## src/spi_word_pkg.sv

```systemverilog
// constants for the spi master word engine
package spi_word_pkg;
	localparam int unsigned CLK_HZ = 100_000_000;
	localparam int unsigned BIT_RATE_HZ = 330_000;
	// half a bit period, rounded down so the rate is never below nominal
	localparam int unsigned HALF_CYC = CLK_HZ / (2 * BIT_RATE_HZ);
	localparam int unsigned FIFO_DEPTH = 4;
	localparam int unsigned WORD_W = 16;
	localparam int unsigned LEN_W = 4;
	localparam logic RST_CS = 1'b1;
	localparam logic RST_SCLK = 1'b0;
	localparam logic [15:0] RST_RX = 16'h0000;
	typedef enum logic [4:0] {
		ST_IDLE = 5'b00001,
		ST_LEAD = 5'b00010,
		ST_SHIFT = 5'b00100,
		ST_TRAIL = 5'b01000,
		ST_STROBE = 5'b10000
	} eng_state_t;
endpackage : spi_word_pkg
```

## src/spi_cmd_fifo.sv

```systemverilog
// small command fifo with valid and ready on both sides
`timescale 1ns/1ns
module spi_cmd_fifo #(
	parameter int unsigned WIDTH = 20,
	parameter int unsigned DEPTH = spi_word_pkg::FIFO_DEPTH
) (
	input wire logic clk_sys,
	input wire logic rst_n,
	input wire logic in_valid,
	input wire logic [WIDTH-1:0] in_data,
	output logic in_ready,
	output logic out_valid,
	output logic [WIDTH-1:0] out_data,
	input wire logic out_ready
);
	localparam int unsigned AW = (DEPTH > 1) ? $clog2(DEPTH) : 1;
	if (DEPTH < 2 || (DEPTH & (DEPTH - 1)) != 0) begin : g_bad_depth
		$error("fifo depth must be a power of two of at least 2");
	end
	logic [WIDTH-1:0] mem_r [DEPTH];
	logic [AW-1:0] wr_r;
	logic [AW-1:0] rd_r;
	logic [AW:0] cnt_r;
	logic [AW:0] cnt_nxt;
	logic push;
	logic pop;
	assign push = in_valid && in_ready;
	assign pop = out_valid && out_ready;
	assign out_valid = (cnt_r != '0);
	assign out_data = mem_r[rd_r];
	always_comb begin
		cnt_nxt = cnt_r;
		if (push && !pop) begin
			cnt_nxt = cnt_r + 1'b1;
		end else if (pop && !push) begin
			cnt_nxt = cnt_r - 1'b1;
		end
	end
	always_ff @(posedge clk_sys or negedge rst_n) begin
		if (!rst_n) begin
			cnt_r <= '0;
			wr_r <= '0;
			rd_r <= '0;
			in_ready <= 1'b0;
		end else begin
			cnt_r <= cnt_nxt;
			in_ready <= (cnt_nxt != (AW+1)'(DEPTH));
			if (push) begin
				wr_r <= wr_r + 1'b1;
			end
			if (pop) begin
				rd_r <= rd_r + 1'b1;
			end
		end
	end
	always_ff @(posedge clk_sys) begin
		if (push) begin
			mem_r[wr_r] <= in_data;
		end
	end
endmodule : spi_cmd_fifo

```

## src/spi_master_word_engine.sv

```systemverilog
// spi master word engine with command fifo
`timescale 1ns/1ns
module spi_master_word_engine #(
	parameter int unsigned HALF_CYC = spi_word_pkg::HALF_CYC,
	parameter int unsigned FIFO_DEPTH = spi_word_pkg::FIFO_DEPTH
) (
	input wire logic clk_sys,
	input wire logic rst_n,
	input wire logic [1:0] cfg_mode,
	input wire logic cfg_cs_active_high,
	input wire logic cfg_strobe_en,
	input wire logic cmd_valid,
	input wire logic [3:0] cmd_bits_m1,
	input wire logic [15:0] cmd_data,
	output logic cmd_ready,
	input wire logic miso,
	output logic sclk,
	output logic mosi,
	output logic cs_out,
	output logic load_strobe,
	output logic [15:0] rx_data,
	output logic rx_valid,
	output logic busy
);
	if (HALF_CYC < 2 || HALF_CYC > 65535) begin : g_bad_half
		$error("half period must lie between 2 and 65535 cycles");
	end
	localparam logic [15:0] HALF_LAST = 16'(HALF_CYC - 1);

	spi_word_pkg::eng_state_t state_r;
	spi_word_pkg::eng_state_t state_nxt;
	logic miso_q1_r;
	logic miso_s_r;
	logic [15:0] hcnt_r;
	logic [4:0] ecnt_r;
	logic [3:0] nbits_r;
	logic [1:0] mode_r;
	logic le_r;
	logic csh_r;
	logic [15:0] tx_r;
	logic [15:0] rx_r;
	logic [4:0] samp_cnt_r;
	logic sclk_r;
	logic mosi_r;
	logic cs_r;
	logic strobe_r;
	logic [15:0] rx_data_r;
	logic rx_valid_r;
	logic busy_r;
	logic f_valid;
	logic [19:0] f_data;
	logic start;
	logic tick;
	logic edge_ev;
	logic last_edge;
	logic cpha;
	logic sample_en;
	logic drive_en;
	logic [15:0] aligned;

	spi_cmd_fifo #(
		.WIDTH(20),
		.DEPTH(FIFO_DEPTH)
	) u_fifo (
		.clk_sys(clk_sys),
		.rst_n(rst_n),
		.in_valid(cmd_valid),
		.in_data({cmd_bits_m1, cmd_data}),
		.in_ready(cmd_ready),
		.out_valid(f_valid),
		.out_data(f_data),
		.out_ready(state_r == spi_word_pkg::ST_IDLE)
	);

	// miso synchroniser
	always_ff @(posedge clk_sys or negedge rst_n) begin
		if (!rst_n) begin
			miso_q1_r <= 1'b0;
			miso_s_r <= 1'b0;
		end else begin
			miso_q1_r <= miso;
			miso_s_r <= miso_q1_r;
		end
	end

	assign start = (state_r == spi_word_pkg::ST_IDLE) && f_valid;
	assign tick = (hcnt_r == HALF_LAST);
	assign edge_ev = (state_r == spi_word_pkg::ST_SHIFT) && tick;
	assign last_edge = (ecnt_r == {nbits_r, 1'b1});
	assign cpha = mode_r[0] ^ mode_r[1];
	// sample on leading edge for modes 0 and 3, trailing for 1 and 2
	assign sample_en = edge_ev && (ecnt_r[0] == cpha);
	assign drive_en = edge_ev && (ecnt_r[0] != cpha);
	// left-align the word so its msb leaves first
	assign aligned = f_data[15:0] << (4'hf - f_data[19:16]);

	always_comb begin
		state_nxt = state_r;
		unique case (state_r)
			spi_word_pkg::ST_IDLE: begin
				if (f_valid) begin
					state_nxt = spi_word_pkg::ST_LEAD;
				end
			end
			spi_word_pkg::ST_LEAD: begin
				if (tick) begin
					state_nxt = spi_word_pkg::ST_SHIFT;
				end
			end
			spi_word_pkg::ST_SHIFT: begin
				if (tick && last_edge) begin
					state_nxt = spi_word_pkg::ST_TRAIL;
				end
			end
			spi_word_pkg::ST_TRAIL: begin
				if (tick) begin
					state_nxt = le_r ? spi_word_pkg::ST_STROBE : spi_word_pkg::ST_IDLE;
				end
			end
			spi_word_pkg::ST_STROBE: begin
				if (tick) begin
					state_nxt = spi_word_pkg::ST_IDLE;
				end
			end
			default: begin
				state_nxt = spi_word_pkg::ST_IDLE;
			end
		endcase
	end

	always_ff @(posedge clk_sys or negedge rst_n) begin
		if (!rst_n) begin
			state_r <= spi_word_pkg::ST_IDLE;
		end else begin
			state_r <= state_nxt;
		end
	end

	// half period timer
	always_ff @(posedge clk_sys or negedge rst_n) begin
		if (!rst_n) begin
			hcnt_r <= 16'h0000;
		end else if (state_r == spi_word_pkg::ST_IDLE || tick) begin
			hcnt_r <= 16'h0000;
		end else begin
			hcnt_r <= hcnt_r + 16'h0001;
		end
	end

	// edge counter
	always_ff @(posedge clk_sys or negedge rst_n) begin
		if (!rst_n) begin
			ecnt_r <= 5'h00;
		end else if (start) begin
			ecnt_r <= 5'h00;
		end else if (edge_ev) begin
			ecnt_r <= ecnt_r + 5'h01;
		end
	end

	// per-transfer settings
	always_ff @(posedge clk_sys or negedge rst_n) begin
		if (!rst_n) begin
			mode_r <= 2'h0;
			le_r <= 1'b0;
			csh_r <= 1'b0;
			nbits_r <= 4'h0;
		end else if (start) begin
			mode_r <= cfg_mode;
			le_r <= cfg_strobe_en;
			csh_r <= cfg_cs_active_high;
			nbits_r <= f_data[19:16];
		end
	end

	// serial clock
	always_ff @(posedge clk_sys or negedge rst_n) begin
		if (!rst_n) begin
			sclk_r <= spi_word_pkg::RST_SCLK;
		end else if (state_r == spi_word_pkg::ST_IDLE) begin
			sclk_r <= cfg_mode[1];
		end else if (edge_ev) begin
			sclk_r <= ~sclk_r;
		end
	end

	// transmit shifter
	always_ff @(posedge clk_sys or negedge rst_n) begin
		if (!rst_n) begin
			tx_r <= 16'h0000;
			mosi_r <= 1'b0;
		end else if (start) begin
			mosi_r <= aligned[15];
			tx_r <= (cfg_mode[0] ^ cfg_mode[1]) ? aligned : (aligned << 1);
		end else if (drive_en) begin
			mosi_r <= tx_r[15];
			tx_r <= tx_r << 1;
		end
	end

	// receive shifter
	always_ff @(posedge clk_sys or negedge rst_n) begin
		if (!rst_n) begin
			rx_r <= spi_word_pkg::RST_RX;
			samp_cnt_r <= 5'h00;
		end else if (start) begin
			rx_r <= spi_word_pkg::RST_RX;
			samp_cnt_r <= 5'h00;
		end else if (sample_en) begin
			rx_r <= {rx_r[14:0], miso_s_r};
			samp_cnt_r <= samp_cnt_r + 5'h01;
		end
	end

	// chip select
	always_ff @(posedge clk_sys or negedge rst_n) begin
		if (!rst_n) begin
			cs_r <= spi_word_pkg::RST_CS;
		end else if (start) begin
			cs_r <= cfg_cs_active_high;
		end else if (state_r == spi_word_pkg::ST_IDLE) begin
			cs_r <= ~cfg_cs_active_high;
		end else if (state_r == spi_word_pkg::ST_TRAIL && tick) begin
			cs_r <= ~csh_r;
		end
	end

	// load strobe, received word and busy
	always_ff @(posedge clk_sys or negedge rst_n) begin
		if (!rst_n) begin
			strobe_r <= 1'b0;
			rx_data_r <= spi_word_pkg::RST_RX;
			rx_valid_r <= 1'b0;
			busy_r <= 1'b0;
		end else begin
			strobe_r <= (state_nxt == spi_word_pkg::ST_STROBE);
			busy_r <= (state_nxt != spi_word_pkg::ST_IDLE);
			rx_valid_r <= (state_r == spi_word_pkg::ST_TRAIL) && tick;
			if (state_r == spi_word_pkg::ST_TRAIL && tick) begin
				rx_data_r <= rx_r;
			end
		end
	end

	assign sclk = sclk_r;
	assign mosi = mosi_r;
	assign cs_out = cs_r;
	assign load_strobe = strobe_r;
	assign rx_data = rx_data_r;
	assign rx_valid = rx_valid_r;
	assign busy = busy_r;

	AST_MODE0_EDGE: assert property (@(posedge clk_sys) disable iff (!rst_n)
		(sample_en && mode_r == 2'h0) |=> $rose(sclk_r))
		else $error("mode 0 sample not on rising clock");
	AST_MODE1_EDGE: assert property (@(posedge clk_sys) disable iff (!rst_n)
		(sample_en && mode_r == 2'h1) |=> $fell(sclk_r))
		else $error("mode 1 sample not on falling clock");
	AST_MODE2_EDGE: assert property (@(posedge clk_sys) disable iff (!rst_n)
		(sample_en && mode_r == 2'h2) |=> $rose(sclk_r))
		else $error("mode 2 sample not on rising clock");
	AST_MODE3_EDGE: assert property (@(posedge clk_sys) disable iff (!rst_n)
		(sample_en && mode_r == 2'h3) |=> $fell(sclk_r))
		else $error("mode 3 sample not on falling clock");
	AST_IDLE_LEVEL: assert property (@(posedge clk_sys) disable iff (!rst_n)
		(state_r == spi_word_pkg::ST_TRAIL) |-> (sclk_r == mode_r[1]))
		else $error("clock not at idle level after word");
	AST_CS_IDLE: assert property (@(posedge clk_sys) disable iff (!rst_n)
		(state_r == spi_word_pkg::ST_IDLE && $stable(cfg_cs_active_high)
		&& $past(state_r == spi_word_pkg::ST_IDLE)) |-> (cs_r == !cfg_cs_active_high))
		else $error("chip select active while idle");
	AST_CS_ACTIVE: assert property (@(posedge clk_sys) disable iff (!rst_n)
		(state_r == spi_word_pkg::ST_SHIFT) |-> (cs_r == csh_r))
		else $error("chip select not active during shift");
	AST_NO_STROBE: assert property (@(posedge clk_sys) disable iff (!rst_n)
		$rose(strobe_r) |-> le_r)
		else $error("strobe sent while disabled");
	AST_BIT_COUNT: assert property (@(posedge clk_sys) disable iff (!rst_n)
		rx_valid_r |-> (samp_cnt_r == {1'b0, nbits_r} + 5'h01))
		else $error("captured bit count differs from word length");
	AST_STROBE_QUIET: assert property (@(posedge clk_sys) disable iff (!rst_n)
		strobe_r |-> (sclk_r == mode_r[1] && cs_r == !csh_r))
		else $error("strobe while clock or select active");
	AST_START_CS: assert property (@(posedge clk_sys) disable iff (!rst_n)
		start |=> (cs_r == csh_r) ##1 (state_r == spi_word_pkg::ST_LEAD))
		else $error("select not asserted at transfer start");
	AST_SCLK_IDLE: assert property (@(posedge clk_sys) disable iff (!rst_n)
		(state_r == spi_word_pkg::ST_IDLE && $past(rst_n)
		&& $past(state_r == spi_word_pkg::ST_IDLE)) |-> (sclk_r == $past(cfg_mode[1])))
		else $error("idle clock level differs from selected mode");
	AST_SCLK_STEADY: assert property (@(posedge clk_sys) disable iff (!rst_n)
		(state_r != spi_word_pkg::ST_IDLE && $past(state_r != spi_word_pkg::ST_IDLE)
		&& !$past(edge_ev)) |-> $stable(sclk_r))
		else $error("serial clock moved between half periods");
	AST_MOSI_HOLD: assert property (@(posedge clk_sys) disable iff (!rst_n)
		(!$past(drive_en) && !$past(start)) |-> $stable(mosi_r))
		else $error("data output moved off its drive edge");
	AST_STROBE_AFTER_WORD: assert property (@(posedge clk_sys) disable iff (!rst_n)
		$rose(strobe_r) |-> $past(state_r == spi_word_pkg::ST_TRAIL))
		else $error("strobe not directly after the word");
	AST_RX_FITS: assert property (@(posedge clk_sys) disable iff (!rst_n)
		rx_valid_r |-> ((rx_data_r >> ({1'b0, nbits_r} + 5'h01)) == 16'h0000))
		else $error("received word wider than word length");
endmodule : spi_master_word_engine

```

## config.mk

```make
export PLATFORM = sky130hd
export DESIGN_NAME = spi_master_word_engine
export DESIGN_NICKNAME = d
export VERILOG_FILES = /design/src/spi_word_pkg.sv /design/src/spi_cmd_fifo.sv /design/src/spi_master_word_engine.sv
export SDC_FILE = /design/constraint.sdc
export NUM_CORES = 1
export LEC_CHECK = 0
export BUFFER_PORTS_ARGS = -buffer_cell sky130_fd_sc_hd__buf_2
export CAP_MARGIN = 20
export CORE_AREA = 2 2 190 155
export DETAILED_ROUTE_END_ITERATION = 12
export DIE_AREA = 0 0 192 157
export GPL_TIMING_DRIVEN = 1
export HOLD_SLACK_MARGIN = 0.1
export PLACE_DENSITY = 0.54
export SETUP_SLACK_MARGIN = 0.15
export SYNTH_ARGS = -nofsm -noshare
export SYNTH_HDL_FRONTEND = slang
export SYNTH_HIERARCHICAL = 1
export SYNTH_SLANG_ARGS = --single-unit
```

## constraint.sdc

```tcl
create_clock -name clk_sys -period 5.5 [get_ports clk_sys]
set_input_delay 0.55 -clock clk_sys [delete_from_list [all_inputs] [get_ports clk_sys]]
set_output_delay 0.55 -clock clk_sys [all_outputs]
set_load 0.01 [all_outputs]
```

==> metrics <==
status=finished, final reports clean; area grow syn2layout=15.3%; Vias/cell=4.81; unrepaired setup endpoints after global routing=false; Seq/Total Area, Yosys=between 50% and 60%; # setup viols final=0; LEAKAGE=3.72 nW; Starting Density=roughly 30%; non-filler cells, final=roughly 1100; Worst VDD drop=around 0.29 mV; CTS root buf=clkbuf_16; Initial DRT Pass Iterations=4; HP Class=primary input to flip-flop; largest net degree at the start of global routing=80; nets@finish=710; net switching power=about 1.8 mW; Mapped Nets=roughly 660; Syn Area/Cell=~13 sq um; ant diodes=0; Final Power=4.99 mW; Congestion Overflow GR=0; dpl ws=between 2 and 2.5 ns; Tcrit/Tclk final=60.5%; Overall Global Routing Usage=a little under an eighth; GPL Wtd Cong=about 0.8; CTS Buf Count=17; Fmax achieved=between 300 and 400 MHz; startpoint types=flip-flop; Initial DRC Count=318; EDFF count, synth=80; Seq. cell area=between 0.004 and 0.005 sq mm; Worst Skew=0.0113 ns; post_cts resized=0; ys flop type=dfrtp_1; CP Max Fanout=19; PD cells=519 mW/mm^2; Warnings, synthesis=6; die span in y=157 um; Routed Antenna Nets=0; most common cell after layout, fill and taps aside=dfrtp_1; multi-input logic area=0.00322 sq mm; worst relative slew slack=about 30%; Post-DP HPWL=11.1 mm; Num Clock Sinks=about 180; minimum clock period=approximately 3.3 ns; Worst R2R Start=u_fifo/rd_r[0]; DP Area=roughly 0.0089 sq mm; critical path class=flip-flop to flip-flop; final setup TNS=0 ns; vias=slightly above 5000; share of cells above drive strength 1=a little under a quarter; Setup crit end kind=flip-flop; DRC=0; Critical Path Source=u_fifo/rd_r[0]; clk slew on worst S/H paths=0.07 ns; final instance area=about 0.0096 sq mm; hold path startpoint=miso; Clock power frac=~25%; CP required=just under 6 ns; commonest cells after routing, fill and taps aside=dfrtp_1 (96), edfxtp_1 (80), nand2_1 (66); die outline area=0.0301 sq mm; Core ar.=between 0.02 and 0.03 sq mm; CTS tree=built; final worst slack=2.17 ns; Post-synth ARST share=between 50% and 60%; final WL=between 15 and 20 mm; Netlist cell types=65; sw frac=a little over a third; post-DR wirelength/cell=about 16 um; Final Util=between 30 and 40%; placed cell count=between 1000 and 1500; crit path DAT=about 3.7 ns; Bufs on Longest Clock Path=2; number of global-route vias before repair=slightly above 5000; Die Span X=192 um; Slew @ Worst Pin=~1.1 ns; Fin. Hold Viols=0; Slew Viols, Final=0; antenna violations before repair=0; cells after synthesis=between 600 and 700; MaxCap Viol Count=0; postcts setup bufs=0; filler instances=2788; CTS hold repair buffers=1; Row Count=55; hold slack=0.228 ns; part of the power in registers=between 30 and 40%; first-pass GRT wire length=approximately 27 mm; IO Port Bufs=50; H-tree depth=4; Synth Register Bits=~180; Int Power=3.23 mW; combinational share of power=around 38%; Mapped Area=~0.0083 sq mm; # IOs=between 50 and 60; Skew-Pair Late Insertion Delay=around 0.44 ns
-- power groups by stage --
stage	clock, mW	combinational, mW	sequential [mW]
CTS	1.27	1.90	1.87
global route	1.32	2.09	1.90
floorplan	0	1.53	1.80
detailed placement	0	1.89	1.89
finish	1.23	1.90	1.86
global placement	0	1.85	1.89
-- cell type report --
cell class                      count  share of cell area, %
Clock buffer                       19                   4.50
Tap cell                          370                   4.81
Inverter                           17                  0.663
Timing Repair Buffer               62                   4.44
Multi-Input combinational cell    396                   33.4
Sequential cell                   178                   50.5
Clock inverter                     12                   1.64
-- path summary, 6_finish.rpt --
kind,to,slack [ns],cells past startpoint
setup / recovery,tx_r[14],2.17,6
hold / removal,miso_q1_r,0.23,1
setup reg to reg,tx_r[14],2.17,6
hold reg to reg,miso_s_r,0.38,0
max in group asynchronous,state_r[0],4.03,4
min in group asynchronous,rx_data[2],0.56,2
-- synthesized netlist by cell type (3+ instances only) --
cell / n / area (sq um)
a211o_1: 4 / 35.0
a211oi_1: 5 / 37.5
a21oi_1: 18 / 90.1
a31oi_1: 4 / 25.0
and3_1: 5 / 31.3
and4b_1: 4 / 40.0
buf_2: 11 / 55.1
buf_4: 4 / 30.0
buf_6: 5 / 56.3
clkbuf_1: 10 / 37.5
dfrtp_1: 96 / 2400
edfxtp_1: 80 / 2400
ha_1: 10 / 125
inv_1: 16 / 60.1
mux2_2: 20 / 225
mux2i_1: 36 / 360
mux4_2: 31 / 698
nand2_1: 66 / 248
nand3_1: 18 / 90.1
nand4_1: 4 / 25.0
nor2_1: 39 / 146
nor2b_1: 5 / 31.3
nor3_1: 12 / 60.1
nor4_1: 4 / 25.0
nor4b_1: 3 / 26.3
o211ai_1: 6 / 45.0
o21ai_0: 20 / 100
o21ai_1: 5 / 25.0
o22ai_1: 6 / 37.5
or3_1: 4 / 25.0
xnor2_1: 22 / 193
xor2_1: 8 / 70.1
-- state kept, by name, indices dropped and copies added, names as in the netlist, 2 cells and up --
register      cells
u_fifo/mem_r     80
hcnt_r           16
rx_data          16
rx_r             16
tx_r             16
ecnt_r            5
state_r           5
nbits_r           4
u_fifo/cnt_r      3
mode_r            2
u_fifo/rd_r       2
u_fifo/wr_r       2
-- critical path, cell delays in order (launching register included) --
cell      delay (ns)
dfrtp_1         0.86
buf_4           0.36
mux4_2          0.75
mux2_4          0.41
mux4_2          0.49
and3_4          0.20
a211oi_2        0.17
-- logic make-up after synthesis --
kind of cell	synth area share (%)
and+or+nand+nor	11.4
adders and majority gates	1.50
buffers and inverters	3.20
DFF	58.2
muxes	16.2
xor gates and xnor gates	3.15
AOI/OAI and AO/OA	6.35
-- metal layers --
metal  vias up  routed length [um]  global-route usage [%]
met2        83                7550                    17.7
met5         -                   0                       0
met4         0                 126                    3.09
met3        10                 608                    3.08
met1      2573                8380                    16.5
li1       2407                   -                       -
Note: power is estimated with default switching activity, not from simulation.
